[config.mk]
export PLATFORM = sky130hd
export DESIGN_NAME = pcat_top
export DESIGN_NICKNAME = d
export VERILOG_FILES = /design/src/core/pcat_top.v
export VERILOG_INCLUDE_DIRS = /design/src /design/src/core
export SDC_FILE = /design/constraint.sdc
export NUM_CORES = 1
export LEC_CHECK = 0
export BUFFER_PORTS_ARGS = -buffer_cell sky130_fd_sc_hd__buf_2
export CELL_PAD_IN_SITES_DETAIL_PLACEMENT = 1
export CELL_PAD_IN_SITES_GLOBAL_PLACEMENT = 2
export CORE_MARGIN = 2
export CORE_UTILIZATION = 32
export CTS_BUF_LIST = sky130_fd_sc_hd__clkbuf_4
export CTS_CLUSTER_DIAMETER = 100
export DETAILED_ROUTE_END_ITERATION = 10
export GPL_TIMING_DRIVEN = 0
export PLACE_DENSITY = 0.84
export REMOVE_ABC_BUFFERS = 1
export SLEW_MARGIN = 20
export SYNTH_ARGS = -nofsm -noshare
export SYNTH_HDL_FRONTEND = slang
export SYNTH_SLANG_ARGS = --single-unit
[constraint.sdc]
create_clock -name CLOCK -period 2.1 [get_ports CLOCK]
set_input_delay 0.105 -clock CLOCK [delete_from_list [all_inputs] [get_ports CLOCK]]
set_output_delay 0.105 -clock CLOCK [all_outputs]
set_load 0.01 [all_outputs]
[src/core/pcat_consts.vh]
// constants for the counter/timer time base with shared interrupt request
//
// Notes on behaviour
// - 16-bit up-counter seen as two bytes
// - low-byte read snapshots high byte for next read
// - reads never disturb the counting
// - 3-bit field selects the tick source
// - count synchronised falling edges of count pin
// - oscillator divide-by-8 ticks synchronised to clock
// - wrap from all ones sets main overflow
// - main overflow requests only when enabled
// - main overflow cleared only by software
// - idle-halt clear keeps counting during idle
// - all events merge into one request
// - partial overflow from bit eight to eleven
// - one event flag per channel
// - flags set regardless of their enables
// - request is OR of enabled flags
// - request needs global and module enables
// - low byte read/write, resets to zero
`ifndef PCAT_CONSTS_VH
`define PCAT_CONSTS_VH

`define PCAT_AW          8
`define PCAT_NCH         4
// register byte offsets
`define PCAT_A_CNT_LO    8'h00
`define PCAT_A_CNT_HI    8'h04
`define PCAT_A_MODE      8'h08
`define PCAT_A_STATUS    8'h0C
`define PCAT_A_CLEAR     8'h10
`define PCAT_A_IRQ_EN    8'h14
// mode register fields
`define PCAT_M_SRC       2:0
`define PCAT_M_IDLE      3
`define PCAT_M_PSEL      5:4
`define PCAT_M_GIE       6
`define PCAT_M_MIE       7
`define PCAT_MODE_RST    8'h00
// status / clear / enable layout
`define PCAT_S_MAIN      0
`define PCAT_S_PART      1
`define PCAT_S_CH        5:2
`define PCAT_EV_W        6
`define PCAT_EV_RST      6'h00
// tick source encodings
`define PCAT_SRC_DIV12   3'h0
`define PCAT_SRC_DIV4    3'h1
`define PCAT_SRC_T0      3'h2
`define PCAT_SRC_PIN     3'h3
`define PCAT_SRC_SYS     3'h4
`define PCAT_SRC_XOSC    3'h5
`define PCAT_SRC_LFO     3'h6
// divider terminal counts
`define PCAT_PRE_LAST    4'hB
`define PCAT_DIV4_LAST   2'h3
`define PCAT_OSC_LAST    3'h7
`define PCAT_CNT_ALL1    16'hFFFF
`define PCAT_CNT_RST     16'h0000
`define PCAT_PART_BASE   8'hFF
// axi responses
`define PCAT_RESP_OK     2'h0
`define PCAT_RESP_SLVERR 2'h2

`endif

[src/core/pcat_top.v]
// counter/timer time base with snapshot reads, overflow flags and one request
`timescale 1ns/1ns
`default_nettype none
`include "pcat_consts.vh"

module pcat_top (
    input  wire                     CLOCK,
    input  wire                     NRST,
    // axi4-lite slave
    input  wire [`PCAT_AW-1:0]      AWADDR,
    input  wire                     AWVALID,
    output reg                      AWREADY,
    input  wire [31:0]              WDATA,
    input  wire [3:0]               WSTRB,
    input  wire                     WVALID,
    output reg                      WREADY,
    output reg  [1:0]               BRESP,
    output reg                      BVALID,
    input  wire                     BREADY,
    input  wire [`PCAT_AW-1:0]      ARADDR,
    input  wire                     ARVALID,
    output reg                      ARREADY,
    output reg  [31:0]              RDATA,
    output reg  [1:0]               RRESP,
    output reg                      RVALID,
    input  wire                     RREADY,
    // time base sources, idle input and channel events
    input  wire                     TIMER0_OVF,
    input  wire                     EXT_COUNT_PIN,
    input  wire                     EXT_OSC_CLK,
    input  wire                     LFO_CLK,
    input  wire                     CPU_IDLE,
    input  wire [`PCAT_NCH-1:0]     CHANNEL_EVENT,
    // shared request
    output reg                      IRQ
);

// =============================================================
// synchronisers and edge detect for outside signals
// =============================================================
// bit 0 count pin, bit 1 external oscillator, bit 2 low-frequency oscillator
wire [2:0] async_in;
wire [2:0] rise_ev;
wire [2:0] fall_ev;
assign async_in = {LFO_CLK, EXT_OSC_CLK, EXT_COUNT_PIN};

genvar gi;
generate
    for (gi = 0; gi < 3; gi = gi + 1) begin : g_sync
        reg s1_r;
        reg s2_r;
        reg s3_r;
        always @(posedge CLOCK or negedge NRST) begin
            if (!NRST) begin
                s1_r <= 1'b0;
                s2_r <= 1'b0;
                s3_r <= 1'b0;
            end else begin
                s1_r <= async_in[gi];
                s2_r <= s1_r;
                s3_r <= s2_r;
            end
        end
        // edge detectors look only at the settled stages
        assign rise_ev[gi] = s2_r & ~s3_r;
        assign fall_ev[gi] = ~s2_r & s3_r;
    end
endgenerate

// =============================================================
// oscillator divide-by-8, counted after synchronisation
// =============================================================
wire [1:0] osc_tick;
generate
    for (gi = 0; gi < 2; gi = gi + 1) begin : g_odiv
        reg [2:0] div_r;
        always @(posedge CLOCK or negedge NRST) begin
            if (!NRST) begin
                div_r <= 3'h0;
            end else if (rise_ev[gi+1]) begin
                div_r <= div_r + 3'h1;
            end
        end
        assign osc_tick[gi] = rise_ev[gi+1] & (div_r == `PCAT_OSC_LAST);
    end
endgenerate

// =============================================================
// system clock prescaler: divide by 12, divide by 4 from same count
// =============================================================
reg  [3:0] pre_r;
wire       pre_wrap;
wire       pre_q4;
assign pre_wrap = (pre_r == `PCAT_PRE_LAST);
// div4 shares the div12 count so both taps stay phase-locked
assign pre_q4   = (pre_r[1:0] == `PCAT_DIV4_LAST);

always @(posedge CLOCK or negedge NRST) begin
    if (!NRST) begin
        pre_r <= 4'h0;
    end else if (pre_wrap) begin
        pre_r <= 4'h0;
    end else begin
        pre_r <= pre_r + 4'h1;
    end
end

// =============================================================
// registers
// =============================================================
reg  [15:0]          cnt_r;
reg  [7:0]           snap_r;
reg  [7:0]           mode_r;
reg  [`PCAT_EV_W-1:0] stat_r;
reg  [`PCAT_EV_W-1:0] ien_r;

wire [2:0] tick_source_sel;
wire       idle_halt_ctl;
wire [1:0] part_sel;
wire       global_irq_en;
wire       module_irq_en;
assign tick_source_sel = mode_r[`PCAT_M_SRC];
assign idle_halt_ctl   = mode_r[`PCAT_M_IDLE];
assign part_sel        = mode_r[`PCAT_M_PSEL];
assign global_irq_en   = mode_r[`PCAT_M_GIE];
assign module_irq_en   = mode_r[`PCAT_M_MIE];

// =============================================================
// tick selection
// =============================================================
reg src_tick;
always @* begin
    case (tick_source_sel)
        `PCAT_SRC_DIV12: src_tick = pre_wrap;
        `PCAT_SRC_DIV4:  src_tick = pre_q4;
        `PCAT_SRC_T0:    src_tick = TIMER0_OVF;
        `PCAT_SRC_PIN:   src_tick = fall_ev[0];
        `PCAT_SRC_SYS:   src_tick = 1'b1;
        `PCAT_SRC_XOSC:  src_tick = osc_tick[0];
        `PCAT_SRC_LFO:   src_tick = osc_tick[1];
        default:         src_tick = 1'b0;
    endcase
end

// idle only stops the count when the halt bit is set
wire tick;
assign tick = src_tick & ~(idle_halt_ctl & CPU_IDLE);

// =============================================================
// axi4-lite write channel
// =============================================================
reg  [`PCAT_AW-1:0] aw_addr_r;
reg                 aw_have_r;
reg  [31:0]         w_data_r;
reg  [3:0]          w_strb_r;
reg                 w_have_r;
wire                wr_do;
wire                wr_lane0;
wire                b_done;
assign b_done   = BVALID & BREADY;
assign wr_do    = aw_have_r & w_have_r & ~BVALID;
assign wr_lane0 = wr_do & w_strb_r[0];

always @(posedge CLOCK or negedge NRST) begin
    if (!NRST) begin
        AWREADY   <= 1'b1;
        WREADY    <= 1'b1;
        BVALID    <= 1'b0;
        BRESP     <= `PCAT_RESP_OK;
        aw_addr_r <= {`PCAT_AW{1'b0}};
        aw_have_r <= 1'b0;
        w_data_r  <= 32'h0000_0000;
        w_strb_r  <= 4'h0;
        w_have_r  <= 1'b0;
    end else begin
        if (AWVALID && AWREADY) begin
            aw_addr_r <= AWADDR;
            aw_have_r <= 1'b1;
            AWREADY   <= 1'b0;
        end
        if (WVALID && WREADY) begin
            w_data_r <= WDATA;
            w_strb_r <= WSTRB;
            w_have_r <= 1'b1;
            WREADY   <= 1'b0;
        end
        if (wr_do) begin
            aw_have_r <= 1'b0;
            w_have_r  <= 1'b0;
            BVALID    <= 1'b1;
            case (aw_addr_r)
                `PCAT_A_CNT_LO, `PCAT_A_CNT_HI, `PCAT_A_MODE,
                `PCAT_A_STATUS, `PCAT_A_CLEAR, `PCAT_A_IRQ_EN:
                    BRESP <= `PCAT_RESP_OK;
                default:
                    BRESP <= `PCAT_RESP_SLVERR;
            endcase
        end
        if (b_done) begin
            BVALID  <= 1'b0;
            AWREADY <= 1'b1;
            WREADY  <= 1'b1;
        end
    end
end

wire wr_lo;
wire wr_hi;
wire wr_mode;
wire wr_clr;
wire wr_ien;
assign wr_lo   = wr_lane0 & (aw_addr_r == `PCAT_A_CNT_LO);
assign wr_hi   = wr_lane0 & (aw_addr_r == `PCAT_A_CNT_HI);
assign wr_mode = wr_lane0 & (aw_addr_r == `PCAT_A_MODE);
assign wr_clr  = wr_lane0 & (aw_addr_r == `PCAT_A_CLEAR);
assign wr_ien  = wr_lane0 & (aw_addr_r == `PCAT_A_IRQ_EN);

// =============================================================
// axi4-lite read channel
// =============================================================
wire rd_take;
wire rd_lo;
wire rd_done;
assign rd_done = RVALID & RREADY;
assign rd_take = ARVALID & ARREADY;
assign rd_lo   = rd_take & (ARADDR == `PCAT_A_CNT_LO);

reg [31:0] rd_data;
reg [1:0]  rd_resp;
always @* begin
    rd_data = 32'h0000_0000;
    rd_resp = `PCAT_RESP_OK;
    case (ARADDR)
        `PCAT_A_CNT_LO: rd_data[7:0] = cnt_r[7:0];
        `PCAT_A_CNT_HI: rd_data[7:0] = snap_r;
        `PCAT_A_MODE:   rd_data[7:0] = mode_r;
        `PCAT_A_STATUS: rd_data[`PCAT_EV_W-1:0] = stat_r;
        `PCAT_A_CLEAR:  rd_data = 32'h0000_0000;
        `PCAT_A_IRQ_EN: rd_data[`PCAT_EV_W-1:0] = ien_r;
        default:        rd_resp = `PCAT_RESP_SLVERR;
    endcase
end

always @(posedge CLOCK or negedge NRST) begin
    if (!NRST) begin
        ARREADY <= 1'b1;
        RVALID  <= 1'b0;
        RDATA   <= 32'h0000_0000;
        RRESP   <= `PCAT_RESP_OK;
    end else begin
        if (rd_take) begin
            ARREADY <= 1'b0;
            RVALID  <= 1'b1;
            RDATA   <= rd_data;
            RRESP   <= rd_resp;
        end else if (rd_done) begin
            RVALID  <= 1'b0;
            ARREADY <= 1'b1;
        end
    end
end

// =============================================================
// snapshot of the high byte
// =============================================================
// a high-byte read alone returns whatever the last low-byte read caught
always @(posedge CLOCK or negedge NRST) begin
    if (!NRST) begin
        snap_r <= 8'h00;
    end else if (rd_lo) begin
        snap_r <= cnt_r[15:8];
    end
end

// =============================================================
// counter
// =============================================================
// reads touch nothing here; a software byte write beats a tick that cycle
wire [15:0] cnt_inc;
assign cnt_inc = cnt_r + 16'h0001;

reg [15:0] cnt_nxt;
always @* begin
    cnt_nxt = cnt_r;
    if (wr_lo) begin
        cnt_nxt[7:0] = w_data_r[7:0];
    end else if (wr_hi) begin
        cnt_nxt[15:8] = w_data_r[7:0];
    end else if (tick) begin
        cnt_nxt = cnt_inc;
    end
end

always @(posedge CLOCK or negedge NRST) begin
    if (!NRST) begin
        cnt_r <= `PCAT_CNT_RST;
    end else begin
        cnt_r <= cnt_nxt;
    end
end

// =============================================================
// event flags
// =============================================================
wire cnt_adv;
wire main_set;
wire part_set;
assign cnt_adv  = tick & ~wr_lo & ~wr_hi;
assign main_set = cnt_adv & (cnt_r == `PCAT_CNT_ALL1);

// carry into bit 8..11: all bits below the chosen one are ones
wire [15:0] part_mask;
assign part_mask = {4'h0, ~(4'hF << part_sel), `PCAT_PART_BASE};
assign part_set  = cnt_adv & ((cnt_r & part_mask) == part_mask);

wire [`PCAT_EV_W-1:0] ev_set;
assign ev_set = {CHANNEL_EVENT, part_set, main_set};

reg [`PCAT_EV_W-1:0] stat_nxt;
always @* begin
    stat_nxt = stat_r;
    if (wr_clr) begin
        stat_nxt = stat_r & ~w_data_r[`PCAT_EV_W-1:0];
    end
    // set wins over a clear in the same cycle; nothing clears on service
    stat_nxt = stat_nxt | ev_set;
end

always @(posedge CLOCK or negedge NRST) begin
    if (!NRST) begin
        stat_r <= `PCAT_EV_RST;
    end else begin
        stat_r <= stat_nxt;
    end
end

always @(posedge CLOCK or negedge NRST) begin
    if (!NRST) begin
        ien_r <= `PCAT_EV_RST;
    end else if (wr_ien) begin
        ien_r <= w_data_r[`PCAT_EV_W-1:0];
    end
end

always @(posedge CLOCK or negedge NRST) begin
    if (!NRST) begin
        mode_r <= `PCAT_MODE_RST;
    end else if (wr_mode) begin
        mode_r <= w_data_r[7:0];
    end
end

// =============================================================
// shared interrupt request
// =============================================================
wire [`PCAT_EV_W-1:0] ev_armed;
wire                  mod_req;
wire                  irq_nxt;
assign ev_armed = stat_r & ien_r;
assign mod_req  = |ev_armed;
// the core sees the request only with both enables set
assign irq_nxt  = global_irq_en & module_irq_en & mod_req;

always @(posedge CLOCK or negedge NRST) begin
    if (!NRST) begin
        IRQ <= 1'b0;
    end else begin
        IRQ <= irq_nxt;
    end
end

endmodule
`default_nettype wire

==> After elaboration in Yosys (flattened, before gate mapping) <==
Index checks and enable logic that the tools add are counted.
{ "word_totals": {"register_bits": 100, "inputBits": 68, "out_inout_bits": 42, "wordCells": 141} }
{ "op_classes": {"addsub": 4, "n_eq_ne": 23, "shifts": 1, "mux": 25, "n_bitwise": 38, "n_reduce_logical": 18} }
{ "ops": {"columns": ["operator", "count"], "rows": [
  ["8-bit by 4-bit == test with 1-bit output (second input constant)", 4],
  ["8-bit by 5-bit == test with 1-bit output (second input constant)", 4],
  ["6-bit one-hot mux with 5 select lines", 1],
  ["1-bit bitwise AND", 25],
  ["8-bit two-way mux", 3],
  ["6-bit OR reduction", 3],
  ["16-bit by 1-bit adder with 16-bit output (second input constant)", 1],
  ["16-bit by 12-bit bitwise AND with 16-bit output", 1],
  ["16-bit by 12-bit == test with 1-bit output", 1],
  ["16-bit == test (second input constant)", 1],
  ["8-bit by 3-bit == test with 1-bit output (second input constant)", 2],
  ["8-bit logical NOT", 2],
  ["16-bit two-way mux", 1],
  ["2-bit nonzero test", 8],
  ["3-bit == test (second input constant)", 5],
  ["1-bit two-way mux", 14],
  ["6-bit bitwise AND", 2],
  ["1-bit NOT", 7],
  ["1-bit one-hot mux with 7 select lines", 1],
  ["3-bit by 1-bit adder with 3-bit output (second input constant)", 2],
  ["3-bit by 2-bit == test with 1-bit output (second input constant)", 2],
  ["6-bit two-way mux", 1],
  ["6-bit NOT", 1],
  ["6-bit bitwise OR", 1],
  ["other kinds (13)", 16]
]} }

==> Depth between registers and ports, before layout <==
Gate-level depths: netlist (run 1).
{ "logic_depth": {"word_depth": 9, "depth_mapped": 9} }

==> Least setup slack after synthesis (run 1) <==
No wires, ideal clock.
{ "synth_path": {"path_type": "register to register", "startpoint": "register pre_r[0]", "endpoint": "register cnt_r[5]", "setup_ns": 0.082, "t_arrival_ns": 2.021, "t_required_ns": 2.018, "setup_slack_ns": -0.003, "stages_incl_launch_ff": 9, "path_buffers": 1, "path_cell_list": "dfrtp_1 > ha_1 > and3b_1 > nor2_1 > o32a_4 > and2_4 > buf_6 > or4_1 > a31oi_1"} }
{ "synth_between": {"elab_chain_cells": 5, "elab_cells_between_ends": 6} }
{ "synth_rtl": {"columns": ["item", "line", "rtl"], "rows": [
  ["from (decl)", "pcat_top.v:91", "reg [3:0] pre_r;"],
  ["from (signal assigned)", "pcat_top.v:104", "pre_r <= pre_r + 4'h1;"],
  ["4-bit == test (no line) or 2-bit == test (tied branches)", null, null],
  ["1-bit one-hot mux with 7 select lines (*)", "pcat_top.v:133", "case (tick_source_sel)"],
  ["1-bit bitwise AND (*)", "pcat_top.v:147", "assign tick = src_tick & ~(idle_halt_ctl & CPU_IDLE);"],
  ["2-bit nonzero test (no line) (*)", null, null],
  ["2-bit AND reduction (no line) (*)", null, null],
  ["to (signal assigned)", "pcat_top.v:296", "cnt_r <= `PCAT_CNT_RST;"],
  ["to (signal assigned)", "pcat_top.v:298", "cnt_r <= cnt_nxt;"],
  ["to (decl)", "pcat_top.v:111", "reg [15:0] cnt_r;"]
]} }
Every way passes the cells marked *; elsewhere a longest branch is shown, timed or not.
A chain may end at the register's enable or synchronous reset.

==> Worst setup path in the final report (run 1) <==
{ "layout_path": {"startpoint": "register pre_r[0]", "endpoint": "register cnt_r[4]"} }
Same word-level chain as after synthesis.

==> results of run 1 <==
[kinds of logic after synthesis]
family                   Yosys count  share of synthesized area, %
AND/OR/NAND/NOR                  154                          17.0
flip-flops                        98                          50.8
AO/OA/AOI/OAI                     81                          11.5
multiplexers                      49                          11.2
buffers and inverters             49                          6.42
XOR/XNOR                           8                          1.45
adder cells (fa/ha/maj)            6                          1.55
other                              1                        0.0776
[sequential cells by signal (all words and copies together) (netlist names), 3 cells and up]
| name | flops |
|---|---|
| RDATA | 8 |
| aw_addr_r | 8 |
| cnt_r | 16 |
| g_odiv.div_r | 6 |
| g_sync.s1_r | 3 |
| g_sync.s2_r | 3 |
| g_sync.s3_r | 3 |
| ien_r | 6 |
| mode_r | 8 |
| pre_r | 4 |
| snap_r | 8 |
| stat_r | 6 |
| w_data_r | 8 |
[through the flow]
step	instance area, µm²	setup slack (ps)	utilization [%]	setup TNS, ps	std cells
2_1_floorplan	4640	82.4	-	0	428
3_3_place_gp	5150	-263	35.2	-15090	668
3_5_place_dp	5180	-343	35.4	-10530	669
4_1_cts	5910	-27.6	40.3	-90.6	736
5_1_grt	6110	-92.6	41.7	-784	749
6_report	6110	-32.6	41.7	-61.4	749
[tightest hold or removal path: stages]
cell and delay, ps:
buf_2 190, a21oi_1 150, o21ai_0 90
[cell type report]
type | count | area (µm²) | share of cell area, %
flip-flops and latches | 98 | 2460 | 40.3
multi-input cells | 324 | 2320 | 38.0
repair buffers | 121 | 917 | 15.0
well taps | 184 | 230 | 3.77
clock inverters | 7 | 91.3 | 1.50
clock buffers | 9 | 67.6 | 1.11
inverters | 6 | 22.5 | 0.369
[where the power goes]
part	total [mW]	switching [mW]	internal [mW]
Clock	1.14	0.659	0.481
Sequential	3.03	0.683	2.35
Combinational	1.36	0.612	0.751
Total	5.53	1.95	3.58
[placed cells by master (no fill, tap or decap), types with 7 or more instances in the layout]
| cell | netlist | final |
|---|---|---|
| clkbuf_4 | 0 | 9 |
| mux2i_1 | 10 | 10 |
| xnor2_1 | 7 | 7 |
| o21ai_0 | 28 | 26 |
| buf_2 | 0 | 55 |
| dfrtp_1 | 95 | 92 |
| mux2_2 | 39 | 33 |
| buf_4 | 27 | 26 |
| nand3_1 | 8 | 7 |
| dlygate4sd3_1 | 0 | 34 |
| nand2_1 | 68 | 67 |
| a21oi_1 | 10 | 10 |
| conb_1 | 1 | 26 |
| nor2_1 | 17 | 13 |
[worst max path at each step]
stage | startpoint | to | slack (ps) | cells past startpoint
finish | pre_r[0]$_DFF_PN0_ | cnt_r[4]$_DFFE_PN0P_ | -30 | 7
global route | pre_r[0]$_DFF_PN0_ | cnt_r[14]$_DFFE_PN0P_ | -90 | 7
CTS | pre_r[1]$_DFF_PN0_ | cnt_r[4]$_DFFE_PN0P_ | -30 | 7
detailed placement | aw_addr_r[0]$_DFFE_PN0P_ | mode_r[1]$_DFFE_PN0P_ | -340 | 4
global placement | aw_addr_r[0]$_DFFE_PN0P_ | mode_r[5]$_DFFE_PN0P_ | -260 | 4
floorplan | pre_r[0]$_DFF_PN0_ | cnt_r[4]$_DFFE_PN0P_ | 80 | 7
[what timing repair did]
item                                    CTS  global route
hold endpoints to repair                131             0
pin swaps                                18            17
resized for setup                        14            27
hold buffers                             34             0
endpoints found under the setup margin   44            29
gates cloned                              0             1
buffers inserted                         17            12
[layer usage]
| layer | up-vias | GRT usage [%] | wire length, µm |
|---|---|---|---|
| met5 | - | 0 | 0 |
| met4 | 0 | 4.52 | 82 |
| met3 | 7 | 3.42 | 574 |
| met2 | 107 | 28.7 | 6680 |
| met1 | 1929 | 20.7 | 5650 |
| li1 | 1777 | - | - |
==> results.sh, run 1 <==
export IMPL_status="finished with violations"
export IMPL_violations="setup timing"
export IMPL_cp_buffers_inverters=0
export IMPL_die_x_um=127
export IMPL_placement_io_buffers=56
export IMPL_dpl_hpwl_mm=8.78
export IMPL_drt_antenna_violating_nets=0
export IMPL_place_congestion=0.852
export IMPL_synth_commonest_cells="dfrtp_1 (95), nand2_1 (68), mux2_2 (39), o21ai_0 (28), buf_4 (27)"
export IMPL_fillerInstances=1639
export IMPL_final_setup_worst_slack_ps=-32.6
export IMPL_synth_edf_count=0
export IMPL_grt_max_degree=55
export IMPL_cts_root_buffer="clkbuf_4"
export IMPL_cts_clk_slew_worst_paths_ps=150
export IMPL_grtUsageTotal_pct=16.4
export IMPL_wl_per_cell_um=17.3
export IMPL_fin_crit_sh_pct=102
export IMPL_num_rows=44
export IMPL_cts_buffer_depth=2
export IMPL_fp_dieH_um=127
export IMPL_io_pins=110
export IMPL_area_growth_pct=26.4
export IMPL_drv_cap=0
export IMPL_hold_path_class="primary input to register"
export IMPL_drt_total_wl_mm=13.0
export IMPL_cp_arrival_ps=2550
export IMPL_ff2ff_path_depth=7
export IMPL_relSlewSlack_pct=51.9
export IMPL_diodes=0
export IMPL_reg2reg_from="pre_r[0]$_DFF_PN0_"
export IMPL_crit_type="register to register"
export IMPL_route_vias_total=3820
export IMPL_clock_sinks=98
export IMPL_holdWs_ps=91.9
export IMPL_yosysWarningCount=0
export IMPL_grt_ovfl_total=0
export IMPL_grt_pass1_wl_mm=20.9
export IMPL_async_reset_ff_share_pct=100
export IMPL_cts_tree="yes"
export IMPL_h_tree_depth=3
export IMPL_r2r_end="cnt_r[4]$_DFFE_PN0P_"
export IMPL_hp_start="ARADDR[3]"
export IMPL_post_route_drc_count=0
export IMPL_ir_drop_mv=0.698
export IMPL_powerDensity_nw_per_um2=906
export IMPL_fin_skew_ps=12.0
export IMPL_die_area_um2=16100
export IMPL_synthCells=446
export IMPL_synth_seq_cells=98
export IMPL_initial_core_util_pct=33.0
export IMPL_drive_gt1_share_pct=32.0
export IMPL_max_stage_delay_ps=480
export IMPL_p_leak_nw=2.71
export IMPL_ys_top_cells_by_area="dfrtp_1 (49%), mux2_2 (9.1%), nand2_1 (5.3%)"
export IMPL_yosysUniqueCellTypes=65
export IMPL_holdPathStages=3
export IMPL_netlist_area_um2=4830
export IMPL_crit_chain="ha_4 -> and3b_2 -> nor2_2 -> o32a_4 -> and2_4 -> or4_4 -> a31oi_2"
export IMPL_p_total_mw=5.53
export IMPL_clk_latency_ps=470
export IMPL_grt_pass1_vias=4065
export IMPL_via_per_inst=5.10
export IMPL_yosysTopAreaCell="dfrtp_1"
export IMPL_syn_mean_instance_area_um2=10.8
export IMPL_startpoint_type="register"
export IMPL_crit_family="simple AND/OR/NAND/NOR gates"
export IMPL_finalHoldViolations=0
export IMPL_reg2reg_slack_ps=-30
export IMPL_firstDrtPassIters=5
export IMPL_numCtsBuffers=9
export IMPL_yosysSeqAreaShare_pct=50.8
export IMPL_required_ps=2510
export IMPL_worstPathMaxFanout=8
export IMPL_setup_viol=2
export IMPL_end_kind="register"
export IMPL_rsz0062_at_grt="true"
export IMPL_drtIter0Drc=155
export IMPL_core_um2=14600
export IMPL_crit_slowest_cell="or4_4"
export IMPL_yosysMostFrequentCell="dfrtp_1"
export IMPL_final_nets=634
export IMPL_synth_top_cell_area_share_pct=49.2
export IMPL_tightest_slew_ps=717
export IMPL_fmax_ghz=0.469
export IMPL_maxSlewViolCount=0
export IMPL_antenna_found_initial=0
export IMPL_min_period_ps=2130
export IMPL_ys_flop_type="dfrtp_1"
export IMPL_hold_end="RRESP[1]$_DFFE_PN0P_"
Note: power is estimated with default switching activity, not from simulation.
==> run 2: changes to the inputs <==
Settings changed: ABC_AREA from default to 1, CORE_UTILIZATION 32 to 29, PLACE_DENSITY 0.84 to 0.83.
==> results.sh, run 2 <==
export IMPL_drt_antenna_violating_nets=0
export IMPL_netlist_area_um2=5180
export IMPL_ir_drop_mv=0.466
export IMPL_largest_register_ffs=16
export IMPL_syn_mean_instance_area_um2=8.00
export IMPL_area_growth_pct=17.7
export IMPL_fin_crit_sh_pct=87.0
export IMPL_antenna_found_initial=0
export IMPL_cts_root_buffer="clkbuf_4"
export IMPL_fin_skew_ps=20.6
export IMPL_firstDrtPassIters=4
export IMPL_maxSlewViolCount=0
export IMPL_route_vias_total=4419
export IMPL_hold_path_class="primary input to asynchronous set/reset pin"
export IMPL_synth_commonest_cells="nand2_1 (198), dfrtp_1 (95), inv_1 (66), nand3_1 (62)"
export IMPL_final_setup_worst_slack_ps=274
export IMPL_clk_latency_ps=490
export IMPL_diodes=0
export IMPL_fillerInstances=2118
export IMPL_post_place_ws_ps=304
export IMPL_synthCells=647
export IMPL_yosysMostFrequentCell="nand2_1"
export IMPL_setup_viol=0
export IMPL_rsz0062_at_grt="false"
export IMPL_synth_seq_cells=98
export IMPL_powerDensity_nw_per_um2=919
export IMPL_drtIter0Drc=233
export IMPL_grt_pass1_wl_mm=23.1
export IMPL_grtUsageTotal_pct=15.6
export IMPL_ys_top_cells_by_area="dfrtp_1 (46%), nand2_1 (14%), nand3_1 (6.0%)"
export IMPL_relSlewSlack_pct=65.8
export IMPL_final_cell_mix="nand2_1 (198), dfrtp_1 (95), inv_1 (66)"
export IMPL_final_common_cell="nand2_1"
export IMPL_drive_gt1_share_pct=15.9
export IMPL_cts_resized=0
export IMPL_grt_pass1_vias=4640
export IMPL_synth_mux_area_share_pct=0
export IMPL_end_kind="register"
export IMPL_tightest_slew_ps=511
export IMPL_ff_latch_area_um2=2460
export IMPL_initial_core_util_pct=29.8
export IMPL_regMostFlops="cnt_r"
export IMPL_cts_post_setup_buffers_inserted=0
export IMPL_cp_arrival_ps=2260
export IMPL_placement_io_buffers=56
export IMPL_yosys_area_share_xor_xnor_pct=1.18
export IMPL_startpoint_type="register"
export IMPL_fp_dieH_um=138
export IMPL_numCtsBuffers=9
export IMPL_synth_simple_area_share_pct=29.8
export IMPL_wl_per_cell_um=14.3
export IMPL_drv_cap=0
export IMPL_place_area_um2=5600
export IMPL_cts_clk_slew_worst_paths_ps=160
export IMPL_post_route_drc_count=0
export IMPL_via_per_inst=4.57
export IMPL_num_rows=48
export IMPL_required_ps=2540
export IMPL_tns_ps=0
export IMPL_crit_type="register to register"
export IMPL_synth_top_family_by_area="simple AND/OR/NAND/NOR gates"
export IMPL_multi_input_area_um2=2280
export IMPL_h_tree_depth=3
export IMPL_yosysTopAreaCell="dfrtp_1"
export IMPL_final_nets=810
export IMPL_io_pins=110
export IMPL_synth_top_cell_area_share_pct=45.9
export IMPL_clock_sinks=98
export IMPL_grt_max_degree=70
export IMPL_dpl_cell_count=916
export IMPL_yosysUniqueCellTypes=39
export IMPL_async_reset_ff_share_pct=100
export IMPL_cts_tree="yes"
export IMPL_fin_area_um2=6100
export IMPL_place_congestion=0.812
export IMPL_status="finished clean"
export IMPL_holdWs_ps=28.3
export IMPL_core_um2=17400
export IMPL_synth_edf_count=0
export IMPL_yosysSeqAreaShare_pct=47.4
export IMPL_cts_buffer_depth=2
export IMPL_ys_flop_type="dfrtp_1"
export IMPL_worstPathMaxFanout=9
export IMPL_fmax_ghz=0.548
export IMPL_finalHoldViolations=0
export IMPL_synth_compound_area_share_pct=9.64
export IMPL_synthAdderAreaFrac_pct=1.45
export IMPL_grt_ovfl_total=0
export IMPL_p_leak_nw=2.99
export IMPL_finalNonFillerCells=966
export IMPL_p_total_mw=5.60
export IMPL_drt_total_wl_mm=13.9
export IMPL_die_x_um=138
export IMPL_min_period_ps=1830
export IMPL_dpl_hpwl_mm=10.2
export IMPL_final_core_util_pct=35.1
export IMPL_die_area_um2=18900
export IMPL_yosysWarningCount=0
[run 2: changes by cell type after synthesis, sizes merged, moves of 10 or more]
| cell | change |
|---|---|
| clkbuf | -10 |
| nand3 | +60 |
| inv | +64 |
| mux2i | -10 |
| mux2 | -39 |
| o21ai | +36 |
| nand2 | +138 |
| nor2 | +38 |
[run 2: where the power goes]
part           total (mW)  switching, mW  internal, mW
Sequential           2.73          0.371          2.35
Combinational        1.73           1.10         0.629
Clock                1.15          0.673         0.480
[run 2: per-layer routing]
metal	track usage (%)	up-vias	part of all wire (%)
li1	-	2185	-
met1	20.2	2141	47
met2	26.9	85	48
met3	2.94	8	3.4
met4	3.78	0	1.1
met5	0	-	0
[run 2: cells by family after synthesis]
logic type | count (synthesis)
AO/OA/AOI/OAI | 85
XOR/XNOR | 7
adder cells (fa/ha/maj) | 6
buffers and inverters | 109
flip-flops | 98
other | 1
AND/OR/NAND/NOR | 341
[run 2: path summary, 6_finish.rpt]
check                                          from                       end  slack, ps  cells after the start
max in group asynchronous                      NRST       ARREADY$_DFFE_PN1P_       1370                      3
min                                            NRST  aw_addr_r[4]$_DFFE_PN0P_         30                      2
max reg2reg                    cnt_r[0]$_DFFE_PN0P_       stat_r[0]$_DFF_PN0_        270                      7
max                            cnt_r[0]$_DFFE_PN0P_       stat_r[0]$_DFF_PN0_        270                      7
min reg2reg                g_sync[1].s1_r$_DFF_PN0_  g_sync[1].s2_r$_DFF_PN0_        350                      0
min in group CLOCK                        ARADDR[7]      RRESP[1]$_DFFE_PN0P_         30                      5
[run 2: what timing repair did]
action	in CTS	in global routing
hold buffers	34	0
hold endpoints to repair	129	0
endpoints found under the setup margin	0	0
[run 2: layout make-up]
type | count | share of cell area, %
clock inverters | 7 | 1.54
repair buffers | 91 | 10.7
inverters | 71 | 4.37
flip-flops and latches | 98 | 40.3
well taps | 225 | 4.62
multi-input cells | 465 | 37.3
clock buffers | 9 | 1.11
[run 2: critical path, stage by stage (launching register included)]
cell     delay (ps)
dfrtp_1         480
ha_1            240
nand3_2         140
nor2_4          230
nand3_1         140
nor4_1          300
nand3_1         140
nand2_1          90
==> run 3: changes to the inputs <==
Settings changed: ABC_AREA 1 to default, CORE_UTILIZATION 29 to 38, PLACE_DENSITY 0.83 to 0.93.
Clock period 2.1 ns to 2.2 ns, I/O delays scaled along.
==> results.sh, run 3 (synthesized netlist as in run 1, its figures left out) <==
export IMPL_holdWs_ps=59.2
export IMPL_fin_area_um2=5910
export IMPL_wl_per_cell_um=17.3
export IMPL_setup_viol=2
export IMPL_cts_clk_slew_worst_paths_ps=140
export IMPL_grtUsageTotal_pct=19.4
export IMPL_core_um2=12500
export IMPL_crit_type="register to register"
export IMPL_final_setup_worst_slack_ps=-21.2
export IMPL_ir_drop_mv=0.501
export IMPL_drv_cap=0
export IMPL_ff2ff_path_depth=9
export IMPL_holdPathStages=3
export IMPL_maxSlewViolCount=0
export IMPL_crit_family="compound AO/OA/AOI/OAI gates"
export IMPL_grt_ovfl_total=0
export IMPL_hold_path_class="primary input to register"
export IMPL_final_cell_mix="dfrtp_1 (94), nand2_1 (68), buf_2 (55)"
export IMPL_hold_end="RRESP[1]$_DFFE_PN0P_"
export IMPL_crit_slowest_cell="o32a_4"
export IMPL_p_leak_nw=2.62
export IMPL_placement_io_buffers=56
export IMPL_die_area_um2=13600
export IMPL_cp_arrival_ps=2580
export IMPL_grt_max_degree=57
export IMPL_tns_ps=-23.2
export IMPL_post_route_drc_count=0
export IMPL_area_growth_pct=22.2
export IMPL_worstPathMaxFanout=7
export IMPL_die_x_um=117
export IMPL_status="finished with violations"
export IMPL_fin_skew_ps=12.7
export IMPL_initial_core_util_pct=38.6
export IMPL_cts_buffer_depth=2
export IMPL_clock_sinks=98
export IMPL_rsz0062_at_grt="true"
export IMPL_numCtsBuffers=9
export IMPL_final_nets=623
export IMPL_grt_pass1_vias=3940
export IMPL_io_pins=110
export IMPL_dpl_cell_count=657
export IMPL_clk_latency_ps=470
export IMPL_fmax_ghz=0.450
export IMPL_reg2reg_slack_ps=-20
export IMPL_required_ps=2560
export IMPL_violations="setup timing"
export IMPL_cp_buffers_inverters=2
export IMPL_tightest_slew_ps=646
export IMPL_regMostFlops="cnt_r"
export IMPL_h_tree_depth=3
export IMPL_fin_crit_sh_pct=101
export IMPL_startpoint_type="register"
export IMPL_r2r_end="cnt_r[4]$_DFFE_PN0P_"
export IMPL_route_vias_total=3793
export IMPL_relSlewSlack_pct=56.6
export IMPL_drive_gt1_share_pct=28.9
export IMPL_end_kind="register"
export IMPL_drt_antenna_violating_nets=0
export IMPL_min_period_ps=2220
export IMPL_hp_start="ARADDR[3]"
export IMPL_cts_tree="yes"
export IMPL_crit_chain="ha_2 -> and3b_2 -> nor2_2 -> o32a_4 -> and2_4 -> buf_6 -> buf_4 -> o31ai_4 -> a31oi_1"
export IMPL_powerDensity_nw_per_um2=867
export IMPL_drt_total_wl_mm=12.6
export IMPL_num_rows=41
export IMPL_cts_root_buffer="clkbuf_4"
export IMPL_diodes=0
export IMPL_firstDrtPassIters=5
export IMPL_reg2reg_from="pre_r[1]$_DFF_PN0_"
export IMPL_place_area_um2=5170
export IMPL_grt_pass1_wl_mm=20.1
export IMPL_antenna_found_initial=0
export IMPL_fp_dieH_um=117
export IMPL_dpl_hpwl_mm=8.54
export IMPL_drtIter0Drc=160
export IMPL_finalHoldViolations=0
export IMPL_largest_register_ffs=16
export IMPL_place_congestion=0.877
export IMPL_finalNonFillerCells=726
export IMPL_max_stage_delay_ps=420
export IMPL_via_per_inst=5.22
export IMPL_final_common_cell="dfrtp_1"
[run 3: worst min-delay path, cell delays in order]
cell	delay, ps
buf_2	180
a21oi_1	130
o21ai_0	80
[run 3: routing by layer]
metal,track usage (%),vias up,part of all wire (%)
met2,34.5,109,52
met5,0,-,0
met1,23.7,1915,42
li1,-,1755,-
met4,4.31,0,1.0
met3,4.98,14,4.9
[run 3: timing repair]
action,4_1_cts,5_1_grt
endpoints found under the setup margin,42,40
hold buffers,34,0
pin swaps,6,12
resized for setup,10,16
setup buffers,9,10
hold endpoints to repair,130,0
[run 3: where the power goes]
part | internal, mW | leakage, nW | switching, mW | total, mW
clock | 0.377 | 0.0764 | 0.585 | 0.962
combinational | 0.669 | 1.34 | 0.600 | 1.27
sequential | 2.24 | 1.20 | 0.651 | 2.89
[run 3: metrics by stage]
| step | total power [mW] | utilization, % | setup WS, ps |
|---|---|---|---|
| floorplan | 3.43 | - | 182 |
| global placement | 3.86 | 41.0 | -167 |
| detailed placement | 3.97 | 41.3 | -191 |
| CTS | 5.02 | 46.0 | 1.07 |
| global route | 5.45 | 47.2 | -94.5 |
| finish | 5.12 | 47.2 | -21.2 |
[run 3: final cells by class]
type                            count  area (µm²)
Inverter                            6        22.5
Clock buffer                       12        90.1
Sequential cell                    98        2460
Clock inverter                      4        42.5
Tap cell                          172         215
Fill cell                        1411        6610
Timing Repair Buffer              110         801
Multi-Input combinational cell    324        2280
[run 3: worst max-delay path by stage]
stage                                   startpoint                     to  depth (start not counted)  slack [ps]
after CTS                       pre_r[0]$_DFF_PN0_  cnt_r[14]$_DFFE_PN0P_                          7           1
final                           pre_r[1]$_DFF_PN0_   cnt_r[4]$_DFFE_PN0P_                          9         -20
after detailed placement  aw_addr_r[2]$_DFFE_PN0P_  cnt_r[14]$_DFFE_PN0P_                          6        -190
after global routing            pre_r[1]$_DFF_PN0_   cnt_r[6]$_DFFE_PN0P_                          7         -90
after global placement    aw_addr_r[0]$_DFFE_PN0P_  mode_r[7]$_DFFE_PN0P_                          4        -170
after floorplan                 pre_r[0]$_DFF_PN0_   cnt_r[4]$_DFFE_PN0P_                          7         180
